===== src/logic/vgagp_pkg.sv =====
// package: port map, field positions, reset values and states of the block
package vgagp_pkg;
  // host i/o port addresses
  localparam logic [15:0] port_input_status_zero = 16'h03C2;
  localparam logic [15:0] port_sleep_control = 16'h03C3;
  localparam logic [15:0] port_pixel_mask = 16'h03C6;
  localparam logic [15:0] port_read_index = 16'h03C7;
  localparam logic [15:0] port_write_index = 16'h03C8;
  localparam logic [15:0] port_palette_data = 16'h03C9;
  localparam logic [15:0] port_feature_read = 16'h03CA;
  localparam logic [15:0] port_status_mono = 16'h03BA;
  localparam logic [15:0] port_status_colour = 16'h03DA;
  localparam logic [15:0] port_alt_sleep = 16'h46E8;
  // field positions
  localparam int feature_vsync_bit = 3;
  localparam int isz_irq_bit = 7;
  localparam int isz_sense_bit = 4;
  localparam int st_retrace_bit = 3;
  localparam int st_blank_bit = 0;
  localparam int st_diag_lo = 4;
  localparam int sleep_ctl_bit = 0;
  localparam int sleep_rb_bit = 1;
  // reset values
  localparam logic [7:0] rst_pixel_mask = 8'h00;
  localparam logic [7:0] rst_index = 8'h00;
  localparam logic [7:0] rst_feature = 8'h00;
  localparam logic [7:0] rst_sleep = 8'h03;
  localparam logic [2:0] rst_comp = 3'h1;
  localparam logic [1:0] dac_state_write = 2'h0;
  localparam logic [1:0] dac_state_read = 2'h3;
  // colour component counter, one-hot
  typedef enum logic [2:0] {
    vgagp_red = 3'b001,
    vgagp_green = 3'b010,
    vgagp_blue = 3'b100
  } vgagp_comp_type;
endpackage : vgagp_pkg


===== src/logic/vgagp_sync2.sv =====
// two-flop level synchroniser
`timescale 1ns/1ps
`default_nettype none
module vgagp_sync2 #(
  parameter int width = 1
) (
  // clock and reset
  input wire logic mclk,
  input wire logic rstn,
  // level in and out
  input wire logic [width-1:0] din,
  output logic [width-1:0] dout
);
  logic [width-1:0] stage1;

  always_ff @(posedge mclk or negedge rstn) begin
    if (!rstn) begin
      stage1 <= '0;
      dout <= '0;
    end else begin
      stage1 <= din;
      dout <= stage1;
    end
  end
endmodule : vgagp_sync2
`default_nettype wire


===== src/logic/vgagp_regs.sv =====
// general status, sleep and palette port registers of the display core
`timescale 1ns/1ps
`default_nettype none
//Contract
// - feature bit3 ors vsync with vertical enable
// - feature written at 3BA/3DA, read 3CA
// - status zero bit7 shows vertical irq pending
// - bit4 shows sense switch picked by clksel
// - status bit3 shows vertical retrace
// - status bit0 low only while displaying
// - diag bits pick colour plane pair
// - overlay input may replace diag bits
// - sleep bit1 mirrors sleep bit0
// - sleep zero gates all but sleep port
// - strap selects 46E8 sleep port instead
// - low sleep pin forces sleep mode
// - zero mask bits ignore pixel bits
// - mask port also reaches hidden dac path
// - read index loaded, steps per three reads
// - dac state reads 00 write, 11 read
// - reset clears mask and both indices
// - write index steps after third write
// - entry written after third component
// - reads supply indexed entry components
// - status at 3BA mono, 3DA colour
module vgagp_regs (
  // clock and reset
  input wire logic mclk,
  input wire logic rstn,
  // host i/o port, one-cycle strobes
  input wire logic [15:0] io_addr,
  input wire logic io_wr,
  input wire logic io_rd,
  input wire logic [7:0] io_wdata,
  output logic [7:0] io_rdata,
  output logic io_rvalid,
  // configuration from other blocks
  input wire logic colour_mode,
  input wire logic [1:0] clock_select,
  input wire logic [1:0] attribute_diag_select,
  input wire logic overlay_input_en,
  input wire logic sleep_select_strap,
  input wire logic sleep_n,
  // display status in
  input wire logic vsync_in,
  input wire logic vert_display_en,
  input wire logic vert_irq_pending,
  input wire logic vert_retrace,
  input wire logic blanking,
  input wire logic [3:0] dac_sense,
  input wire logic [7:0] colour_plane_outputs,
  input wire logic [7:0] overlay_connector_data,
  input wire logic [7:0] pixel_in,
  // display side out
  output logic vsync_out,
  output logic sleep_active,
  output logic [7:0] lut_pixel,
  // colour lookup table port
  output logic lut_we,
  output logic [7:0] lut_waddr,
  output logic [23:0] lut_wdata,
  output logic [7:0] lut_raddr,
  input wire logic [23:0] lut_rdata,
  // hidden dac register path
  output logic hidden_dac_sel
);
  logic [2:0] status_sync;
  logic [7:0] feature;
  logic [7:0] next_feature;
  logic [7:0] sleep_reg;
  logic [7:0] next_sleep_reg;
  logic [7:0] pixel_mask;
  logic [7:0] next_pixel_mask;
  logic [7:0] read_index;
  logic [7:0] next_read_index;
  logic [7:0] write_index;
  logic [7:0] next_write_index;
  logic [1:0] dac_state;
  logic [1:0] next_dac_state;
  vgagp_pkg::vgagp_comp_type comp;
  vgagp_pkg::vgagp_comp_type next_comp;
  logic [15:0] red_green;
  logic [15:0] next_red_green;
  logic [7:0] rdata;
  logic [7:0] next_rdata;
  logic rvalid;
  logic next_rvalid;
  logic next_lut_we;
  logic [23:0] next_lut_wdata;
  logic [7:0] next_lut_waddr;
  logic next_vsync;
  logic next_sleep_active;
  logic [7:0] next_lut_pixel;
  logic next_hidden;
  logic [15:0] status_port;
  logic [15:0] sleep_port;
  logic asleep;
  logic wr_ok;
  logic rd_ok;
  logic [1:0] diag;
  logic [7:0] status_one;
  logic [7:0] status_zero;

  // async status crosses from the pixel clock domain
  vgagp_sync2 #(.width(3)) u_sync (
    .mclk(mclk),
    .rstn(rstn),
    .din({vert_irq_pending, vert_retrace, blanking}),
    .dout(status_sync)
  );

  always_comb begin
    status_port = colour_mode ? vgagp_pkg::port_status_colour
                              : vgagp_pkg::port_status_mono;
    sleep_port = sleep_select_strap ? vgagp_pkg::port_alt_sleep
                                    : vgagp_pkg::port_sleep_control;
    // a low hardware pin overrides the register setting
    asleep = !sleep_reg[vgagp_pkg::sleep_ctl_bit] || !sleep_n;
    // the sleep port stays live so software can wake the chip
    wr_ok = io_wr && (!asleep || io_addr == sleep_port);
    rd_ok = io_rd && (!asleep || io_addr == sleep_port);

    case (attribute_diag_select)
      2'h0: diag = {colour_plane_outputs[2], colour_plane_outputs[0]};
      2'h1: diag = {colour_plane_outputs[3], colour_plane_outputs[1]};
      2'h2: diag = {colour_plane_outputs[5], colour_plane_outputs[4]};
      default: diag = {colour_plane_outputs[7], colour_plane_outputs[6]};
    endcase
    // debug view of the overlay connector, low pair only
    if (overlay_input_en) begin
      diag = overlay_connector_data[1:0];
    end

    status_one = 8'h00;
    status_one[vgagp_pkg::st_diag_lo +: 2] = diag;
    status_one[vgagp_pkg::st_retrace_bit] = status_sync[1];
    status_one[vgagp_pkg::st_blank_bit] = status_sync[0];

    status_zero = 8'h00;
    status_zero[vgagp_pkg::isz_irq_bit] = status_sync[2];
    status_zero[vgagp_pkg::isz_sense_bit] = dac_sense[clock_select];
  end

  always_comb begin
    next_feature = feature;
    next_sleep_reg = sleep_reg;
    next_pixel_mask = pixel_mask;
    next_read_index = read_index;
    next_write_index = write_index;
    next_dac_state = dac_state;
    next_comp = comp;
    next_red_green = red_green;
    next_rdata = rdata;
    next_rvalid = 1'b0;
    next_lut_we = 1'b0;
    next_lut_wdata = lut_wdata;
    next_lut_waddr = lut_waddr;
    next_hidden = 1'b0;

    // a write and a read in one cycle: the write wins, the read is lost
    if (wr_ok) begin
      if (io_addr == status_port) begin
        next_feature = io_wdata;
      end else if (io_addr == sleep_port) begin
        next_sleep_reg[vgagp_pkg::sleep_ctl_bit] =
          io_wdata[vgagp_pkg::sleep_ctl_bit];
      end else if (io_addr == vgagp_pkg::port_pixel_mask) begin
        next_pixel_mask = io_wdata;
        next_hidden = 1'b1;
      end else if (io_addr == vgagp_pkg::port_read_index) begin
        next_read_index = io_wdata;
        next_dac_state = vgagp_pkg::dac_state_read;
        next_comp = vgagp_pkg::vgagp_red;
      end else if (io_addr == vgagp_pkg::port_write_index) begin
        next_write_index = io_wdata;
        next_dac_state = vgagp_pkg::dac_state_write;
        next_comp = vgagp_pkg::vgagp_red;
      end else if (io_addr == vgagp_pkg::port_palette_data) begin
        case (comp)
          vgagp_pkg::vgagp_red: begin
            next_red_green[15:8] = io_wdata;
            next_comp = vgagp_pkg::vgagp_green;
          end
          vgagp_pkg::vgagp_green: begin
            next_red_green[7:0] = io_wdata;
            next_comp = vgagp_pkg::vgagp_blue;
          end
          vgagp_pkg::vgagp_blue: begin
            // whole entry lands at once, no torn colour on screen
            next_lut_we = 1'b1;
            next_lut_wdata = {red_green, io_wdata};
            next_lut_waddr = write_index;
            next_write_index = write_index + 8'h01;
            next_comp = vgagp_pkg::vgagp_red;
          end
          default: next_comp = vgagp_pkg::vgagp_red;
        endcase
      end
    end else if (rd_ok) begin
      next_rvalid = 1'b1;
      // unmapped reads still answer, with zero, except while asleep, when only the sleep port answers
      next_rdata = 8'h00;
      if (io_addr == status_port) begin
        next_rdata = status_one;
      end else if (io_addr == vgagp_pkg::port_input_status_zero) begin
        next_rdata = status_zero;
      end else if (io_addr == vgagp_pkg::port_feature_read) begin
        next_rdata = feature;
      end else if (io_addr == sleep_port) begin
        next_rdata = sleep_reg;
      end else if (io_addr == vgagp_pkg::port_pixel_mask) begin
        next_rdata = pixel_mask;
        next_hidden = 1'b1;
      end else if (io_addr == vgagp_pkg::port_read_index) begin
        next_rdata = {6'h00, dac_state};
      end else if (io_addr == vgagp_pkg::port_write_index) begin
        next_rdata = write_index;
      end else if (io_addr == vgagp_pkg::port_palette_data) begin
        case (comp)
          vgagp_pkg::vgagp_red: begin
            next_rdata = lut_rdata[23:16];
            next_comp = vgagp_pkg::vgagp_green;
          end
          vgagp_pkg::vgagp_green: begin
            next_rdata = lut_rdata[15:8];
            next_comp = vgagp_pkg::vgagp_blue;
          end
          vgagp_pkg::vgagp_blue: begin
            next_rdata = lut_rdata[7:0];
            next_read_index = read_index + 8'h01;
            next_comp = vgagp_pkg::vgagp_red;
          end
          default: next_comp = vgagp_pkg::vgagp_red;
        endcase
      end
    end

    // readback bit always follows the control bit
    next_sleep_reg[vgagp_pkg::sleep_rb_bit] =
      next_sleep_reg[vgagp_pkg::sleep_ctl_bit];

    next_vsync = vsync_in;
    if (feature[vgagp_pkg::feature_vsync_bit]) begin
      next_vsync = vsync_in | vert_display_en;
    end
    // vsync_out goes low while asleep
    if (asleep) begin
      next_vsync = 1'b0;
    end

    next_sleep_active = asleep;
    next_lut_pixel = pixel_in & pixel_mask;
  end

  always_ff @(posedge mclk or negedge rstn) begin
    if (!rstn) begin
      feature <= vgagp_pkg::rst_feature;
      sleep_reg <= vgagp_pkg::rst_sleep;
      pixel_mask <= vgagp_pkg::rst_pixel_mask;
      read_index <= vgagp_pkg::rst_index;
      write_index <= vgagp_pkg::rst_index;
      dac_state <= vgagp_pkg::dac_state_write;
      comp <= vgagp_pkg::vgagp_red;
      red_green <= 16'h0000;
      rdata <= 8'h00;
      rvalid <= 1'b0;
      lut_we <= 1'b0;
      lut_wdata <= 24'h000000;
      lut_waddr <= 8'h00;
      vsync_out <= 1'b0;
      sleep_active <= 1'b0;
      lut_pixel <= 8'h00;
      hidden_dac_sel <= 1'b0;
    end else begin
      feature <= next_feature;
      sleep_reg <= next_sleep_reg;
      pixel_mask <= next_pixel_mask;
      read_index <= next_read_index;
      write_index <= next_write_index;
      dac_state <= next_dac_state;
      comp <= next_comp;
      red_green <= next_red_green;
      rdata <= next_rdata;
      rvalid <= next_rvalid;
      lut_we <= next_lut_we;
      lut_wdata <= next_lut_wdata;
      lut_waddr <= next_lut_waddr;
      vsync_out <= next_vsync;
      sleep_active <= next_sleep_active;
      lut_pixel <= next_lut_pixel;
      hidden_dac_sel <= next_hidden;
    end
  end

  assign io_rdata = rdata;
  assign io_rvalid = rvalid;

  // read address is the index register itself, a flop
  assign lut_raddr = read_index;
endmodule : vgagp_regs
`default_nettype wire


===== config.mk =====
export PLATFORM = sky130hd
export DESIGN_NAME = vgagp_regs
export DESIGN_NICKNAME = d
export VERILOG_FILES = /design/src/logic/vgagp_pkg.sv /design/src/logic/vgagp_sync2.sv /design/src/logic/vgagp_regs.sv
export SDC_FILE = /design/constraint.sdc
export NUM_CORES = 1
export LEC_CHECK = 0
export BUFFER_PORTS_ARGS = -buffer_cell sky130_fd_sc_hd__buf_2
export CORE_ASPECT_RATIO = 0.8
export CORE_UTILIZATION = 35
export CTS_CLUSTER_SIZE = 8
export DETAILED_ROUTE_END_ITERATION = 8
export GPL_TIMING_DRIVEN = 1
export PLACE_DENSITY_LB_ADDON = 0.08
export SYNTH_ARGS = -nofsm -noshare
export SYNTH_HDL_FRONTEND = slang
export SYNTH_SLANG_ARGS = --single-unit

===== constraint.sdc =====
create_clock -name mclk -period 3 [get_ports mclk]
set_input_delay 0.15 -clock mclk [delete_from_list [all_inputs] [get_ports mclk]]
set_output_delay 0.15 -clock mclk [all_outputs]
set_load 0.1 [all_outputs]

**Yosys cells after proc, flatten, opt, wreduce, memory -nomap -nowiden**

Cells that the tools add are included.

- Register bits: 113
- Bits in latches: 0
- Memory bits (writable): 0
- ROM bits: 0
- Bits of input ports: 93
- Output and inout bits: 61
- Logic and storage cells: 147
- Memories: 0

- Add/subtract/negate cells: 2
- Multiply operators: 0
- Divide/modulo/power cells: 0
- Order comparisons: 1
- Equal/unequal tests: 18
- Shift operators: 0
- Multiplexer cells: 74
- Bitwise operators: 8
- Reductions and logical operators: 24

Operators by type and width:

| kind | count |
|---|---|
| 8-bit 2-to-1 mux | 26 |
| 16-bit by 10-bit equality test with 1-bit output, second input constant | 6 |
| 3-bit 2-to-1 mux | 15 |
| 8-bit AND reduction | 4 |
| 1-bit 2-to-1 mux | 24 |
| 8-bit one-hot mux with 3 select lines | 1 |
| 8-bit by 1-bit adder with 8-bit output, second input constant | 2 |
| 16-bit by 10-bit equality test with 1-bit output | 1 |
| 16-bit by 15-bit equality test with 1-bit output | 1 |
| 15-bit 2-to-1 mux | 1 |
| 2-bit nonzero test | 6 |
| 11-bit AND reduction | 1 |
| 8-bit bitwise AND | 1 |
| 2-bit != test, second input constant | 4 |
| 7-bit 2-to-1 mux | 1 |
| 7-bit AND reduction | 1 |
| 2-bit 2-to-1 mux | 3 |
| 1-bit inverter | 6 |
| 2-bit one-hot mux with 3 select lines | 1 |
| 3-bit one-hot mux with 2 select lines | 1 |
| 5-bit AND reduction | 1 |
| 2-bit AND reduction | 2 |
| 4-bit AND reduction | 1 |
| 3-bit by 1-bit equality test with 1-bit output, second input constant | 1 |
| other kinds (12) | 16 |

**Longest topological paths before layout**

- Word-level depth: 12
- Gate-level depth with buffers: 9
- Mapped depth without buffers: 8

**Cells and area by module**

A second synthesis with hierarchy kept.

- Cells, all modules: 479
- Area total of the unflattened synthesis: 5501.5 um^2

Modules (own cells, without submodules):

| module | times used | cells an instance | area each (um^2) | seq. area each (um^2) |
|---|---|---|---|---|
| vgagp_regs | 1 | 473 | 5351.4 | 2655.0 |
| vgagp_sync2 | 1 | 6 | 150.1 | 150.1 |

**Least setup slack after synthesis**

Ideal clock, no wire load.

- Path type: reg-to-reg
- From: register comp[2]
- To: register lut_waddr[6]
- Setup time: 0.125 ns
- Arrival time: 2.171 ns
- Required time: 2.875 ns
- Path slack: 0.703 ns
- Stages on the path, launching flop included: 9
- Path buffers: 3
- Clock period less this slack: 2.297 ns
- Cell sequence: dfrtp_1 > nor2b_1 > clkbuf_1 > nand2b_1 > or4_1 > clkbuf_1 > nor2_2 > buf_2 > mux2_2

- Cells in the longest elaborated chain, start to end: 2

RTL lines:

| element | RTL line | text |
|---|---|---|
| from (decl) | vgagp_regs.sv:80 | `vgagp_pkg::vgagp_comp_type comp;` |
| from (signal assigned) | vgagp_regs.sv:263 | `comp <= vgagp_pkg::vgagp_red;` |
| from (signal assigned) | vgagp_regs.sv:281 | `comp <= next_comp;` |
| 3-bit equality test | vgagp_regs.sv:179 | `case (comp)` |
| 8-bit AND reduction (no line) | -- |  |
| to (signal assigned) | vgagp_regs.sv:287 | `lut_waddr <= next_lut_waddr;` |
| to (decl) | vgagp_regs.sv:60 | `output logic [7:0] lut_waddr,` |

No other way between the ends.
A chain may end at the register's enable or synchronous reset.

**Final worst setup path**

- From: register comp[2]
- To: register read_index[4], in the netlist lut_raddr[4]

- Cells in the longest elaborated chain, start to end: 3

RTL lines:

| element | RTL line | text |
|---|---|---|
| 3-bit equality test | vgagp_regs.sv:219 | `case (comp)` |
| 2-bit nonzero test (no line) | -- |  |
| 11-bit AND reduction (no line) | -- |  |
| to (signal assigned) | vgagp_regs.sv:260 | `read_index <= vgagp_pkg::rst_index;` |
| to (signal assigned) | vgagp_regs.sv:278 | `read_index <= next_read_index;` |
| to (decl) | vgagp_regs.sv:74 | `logic [7:0] read_index;` |

No other way between the ends.

==> impl_results.md <==
* Top fanout value on the critical path at 10
* Top reg by flops: lut_wdata
* Detailed-route via count at 4,612
* Hold Buf Count CTS at 8
* Max reg flops at 24
* Clk sinks at 112
* DRT antenna net count at 0
* IR drop worst, VDD at 0.274 mV
* Crit path buf inv count at 0
* Starting DRT DRC Count at 312
* DR WL/cell at 18.6 um
* DRC viols at 0
* RSZ-0062 raised after global routing: false
* Detailed Place HPWL at 12,100 um
* HP Class: primary input to register
* Synth async-reset ratio at 1.00
* Fillers at 1,491
* Skew final at 0.00504 ns
* Max-cap viol count at 0
* Final Hold Viols at 0
* N_diodes at 0
* Net count, final at 751
* CP max stage cell: nor2b_1
* Vias per cell at 5.30
* All-Layer GR Usage at 0.209
* CP arrival at 2.99 ns
* Number of global-route vias before repair at 4,624
* I/O Pins at 154
* Initial Utilization at 0.362
* Number of synthesized flops with an enable pin at 0
* Clock latency on the worst-skew pair at 0.35 ns
* Top FF cell, synth: dfrtp_1
* Depth of the CTS H-tree at 3
* Crit path capture type: register
* Syn Std Cell Area at 5460 sq um
* Register area at 2810 sq um
* YS warnings at 0
* P_int at 2.34 mW
* Setup Fix Bufs, Post-CTS at 0
* Slew headroom at 0.474
* CP delay by family, top: simple AND/OR/NAND/NOR gates
* # port buffers at 147
* Status: finished clean
* Total grt overflow at 0
* Multi-input gate area in the final layout at 2540 sq um
* CTS max path bufs at 2
* NetSw at 654 uW
* Num CTS Buffers at 9
* Placed Cells at 847
* Peak Freq at 0.363 GHz
* Syn Area/Cell at 11.1 sq um
* Sw frac at 0.218
* Power share of the clock group at 0.437
* Total iterations of the first detailed-routing run at 4
* Die Span X at 142 um
* Critical Path Most Common Cell: or4_1
* Placer Congestion at 0.842
* Setup CP Type: register to register
* Distinct cells, synth at 61
* Root Buffer: clkbuf_16
* Die ar. at 16,100 sq um
* Slew @ Worst Pin at 0.779 ns
* First-pass GRT wire length at 25,200 um
* Setup_tns at 0 ns
* CTS tree: yes
* Final Instance Count excl. Fillers at 871
* Row count at 40
* Worst Setup Start Kind: register
* Total power at 3.00 mW
* Share of cells above drive strength 1 at 0.392
* Post-Synthesis Cells at 492
* Post_cts resized at 0
* Max Slew Vio Count at 0
* Reg power frac at 0.505
* Final WL at 16,200 um
* Required @ worst endpoint at 3.24 ns
* #FFs+latches synth at 112
* Cell Pwr Density at 432 nW/um^2
* Period Utilization, post-route at 0.917
* Register area share after synthesis at 0.513
* Area growth from synthesis to layout at 26.9%
* CP Cell Sequence: nor2b_1 > nand2b_1 > or4_1 > or4_1 > o221a_1
* # setup viols final at 0
* Area of the core at 15,100 sq um
* Pin count of the biggest net entering global routing at 51
* Max incr delay on CP at 0.63 ns
* Pleak at 3.47 nW
* Biggest regs: lut_wdata x24, red_green x16
* CTS clk-pin slew, worst paths at 0.07 ns
* Comb pwr share at 0.058
* Final Critical Period at 2.75 ns
* Initial antenna violation count at 0
* Die height at 114 um
* Post-synthesis net count at 587
-- routing by layer --
metal,vias up,GRT usage,part of all wire
met5,-,0,0
met4,0,0.0717,0.019
met3,22,0.0441,0.051
met2,136,0.315,0.45
met1,2309,0.300,0.48
li1,2145,-,-
-- through the flow --
step	area, sq um	setup slack (ns)	hold WS, ns	utilization
2_1_floorplan	5460	0.703	-0.146	-
3_3_place_gp	6530	0.290	0.229	0.432
3_5_place_dp	6530	0.291	0.231	0.432
4_1_cts	6930	0.255	0.000928	0.459
5_1_grt	6930	0.128	0.00928	0.459
6_report	6930	0.248	0.0134	0.459
-- tightest hold or removal path, cell delays in order --
cell and delay, ns:
buf_2 0.07, a21oi_1 0.03, nor2_1 0.07
-- cell type report --
cell class	instances	area share
sequential	112	0.405
multi-input combinational	349	0.366
timing repair buffer	171	0.137
tap	210	0.0379
clock buffer	12	0.0356
clock inverter	4	0.0112
inverter	13	0.00704
-- cell usage in the layout, fill, tap and decap left out, types with 5 or more instances in the layout --
cell type,instances
nand2_1,34
mux2_2,60
buf_2,146
nand3_1,13
nand2b_1,7
nor2_1,34
dlygate4sd3_1,8
inv_1,12
mux2_4,8
dfrtp_1,110
nor3_1,12
a21oi_1,32
o21a_1,5
nor2b_1,7
a22oi_1,10
buf_4,16
and2_1,11
o21ai_0,25
clkbuf_16,9
a31oi_1,5
-- worst paths after layout --
| path | depth (start not counted) | slack, ns | end | start |
|---|---|---|---|---|
| max reg2reg | 5 | 0.25 | lut_raddr[4]$_DFFE_PN0P_ | comp[2]$_DFFE_PN0P_ |
| max | 5 | 0.25 | lut_raddr[4]$_DFFE_PN0P_ | comp[2]$_DFFE_PN0P_ |
| min in group asynchronous | 2 | 0.37 | pixel_mask[4]$_DFFE_PN0P_ | rstn |
| min reg2reg | 0 | 0.35 | u_sync.dout[2]$_DFF_PN0_ | u_sync.stage1[2]$_DFF_PN0_ |
| max in group asynchronous | 3 | 1.86 | lut_wdata[9]$_DFFE_PN0P_ | rstn |
| min | 3 | 0.01 | vsync_out$_DFF_PN0_ | vsync_in |
-- power by group through the flow --
| stage | combinational [mW] | sequential [mW] | clock [mW] |
|---|---|---|---|
| finish | 0.173 | 1.51 | 1.31 |
| global route | 0.192 | 1.51 | 1.40 |
| CTS | 0.177 | 1.51 | 1.35 |
| detailed placement | 0.168 | 1.54 | 0 |
| global placement | 0.164 | 1.54 | 0 |
| floorplan | 0.0346 | 1.54 | 0 |
-- Yosys cell counts (3+ instances only) --
| cell | n | share of area |
|---|---|---|
| dfrtp_1 | 110 | 0.50 |
| mux2_2 | 60 | 0.12 |
| nand2_1 | 34 | 0.023 |
| nor2_1 | 34 | 0.023 |
| a21oi_1 | 32 | 0.029 |
| o21ai_0 | 25 | 0.023 |
| nand3_1 | 13 | 0.012 |
| clkbuf_1 | 12 | 0.0082 |
| inv_1 | 12 | 0.0082 |
| nor3_1 | 12 | 0.011 |
| and2_1 | 11 | 0.013 |
| a22oi_1 | 10 | 0.014 |
| mux2_4 | 8 | 0.022 |
| nand2b_1 | 7 | 0.0080 |
| nor2b_1 | 7 | 0.0080 |
| buf_2 | 6 | 0.0055 |
| a31oi_1 | 5 | 0.0057 |
| o21a_1 | 5 | 0.0069 |
| a211o_1 | 4 | 0.0064 |
| mux2i_1 | 4 | 0.0073 |
| nor4_1 | 4 | 0.0046 |
| o211ai_1 | 4 | 0.0055 |
| o22ai_1 | 4 | 0.0046 |
| a211oi_1 | 3 | 0.0041 |
| a221oi_1 | 3 | 0.0048 |
| and3_1 | 3 | 0.0034 |
| mux4_2 | 3 | 0.012 |
| nor3b_1 | 3 | 0.0041 |
| o31ai_1 | 3 | 0.0041 |
| or3_1 | 3 | 0.0034 |
| or4_1 | 3 | 0.0041 |
-- cells by family after synthesis --
kind of cell | synth area share
flip-flops | 0.513
AO/OA/AOI/OAI | 0.141
buffers and inverters | 0.0227
adder cells (fa/ha/maj) | 0.00458
AND/OR/NAND/NOR | 0.153
multiplexers | 0.165
Note: power is estimated with default switching activity, not from simulation.
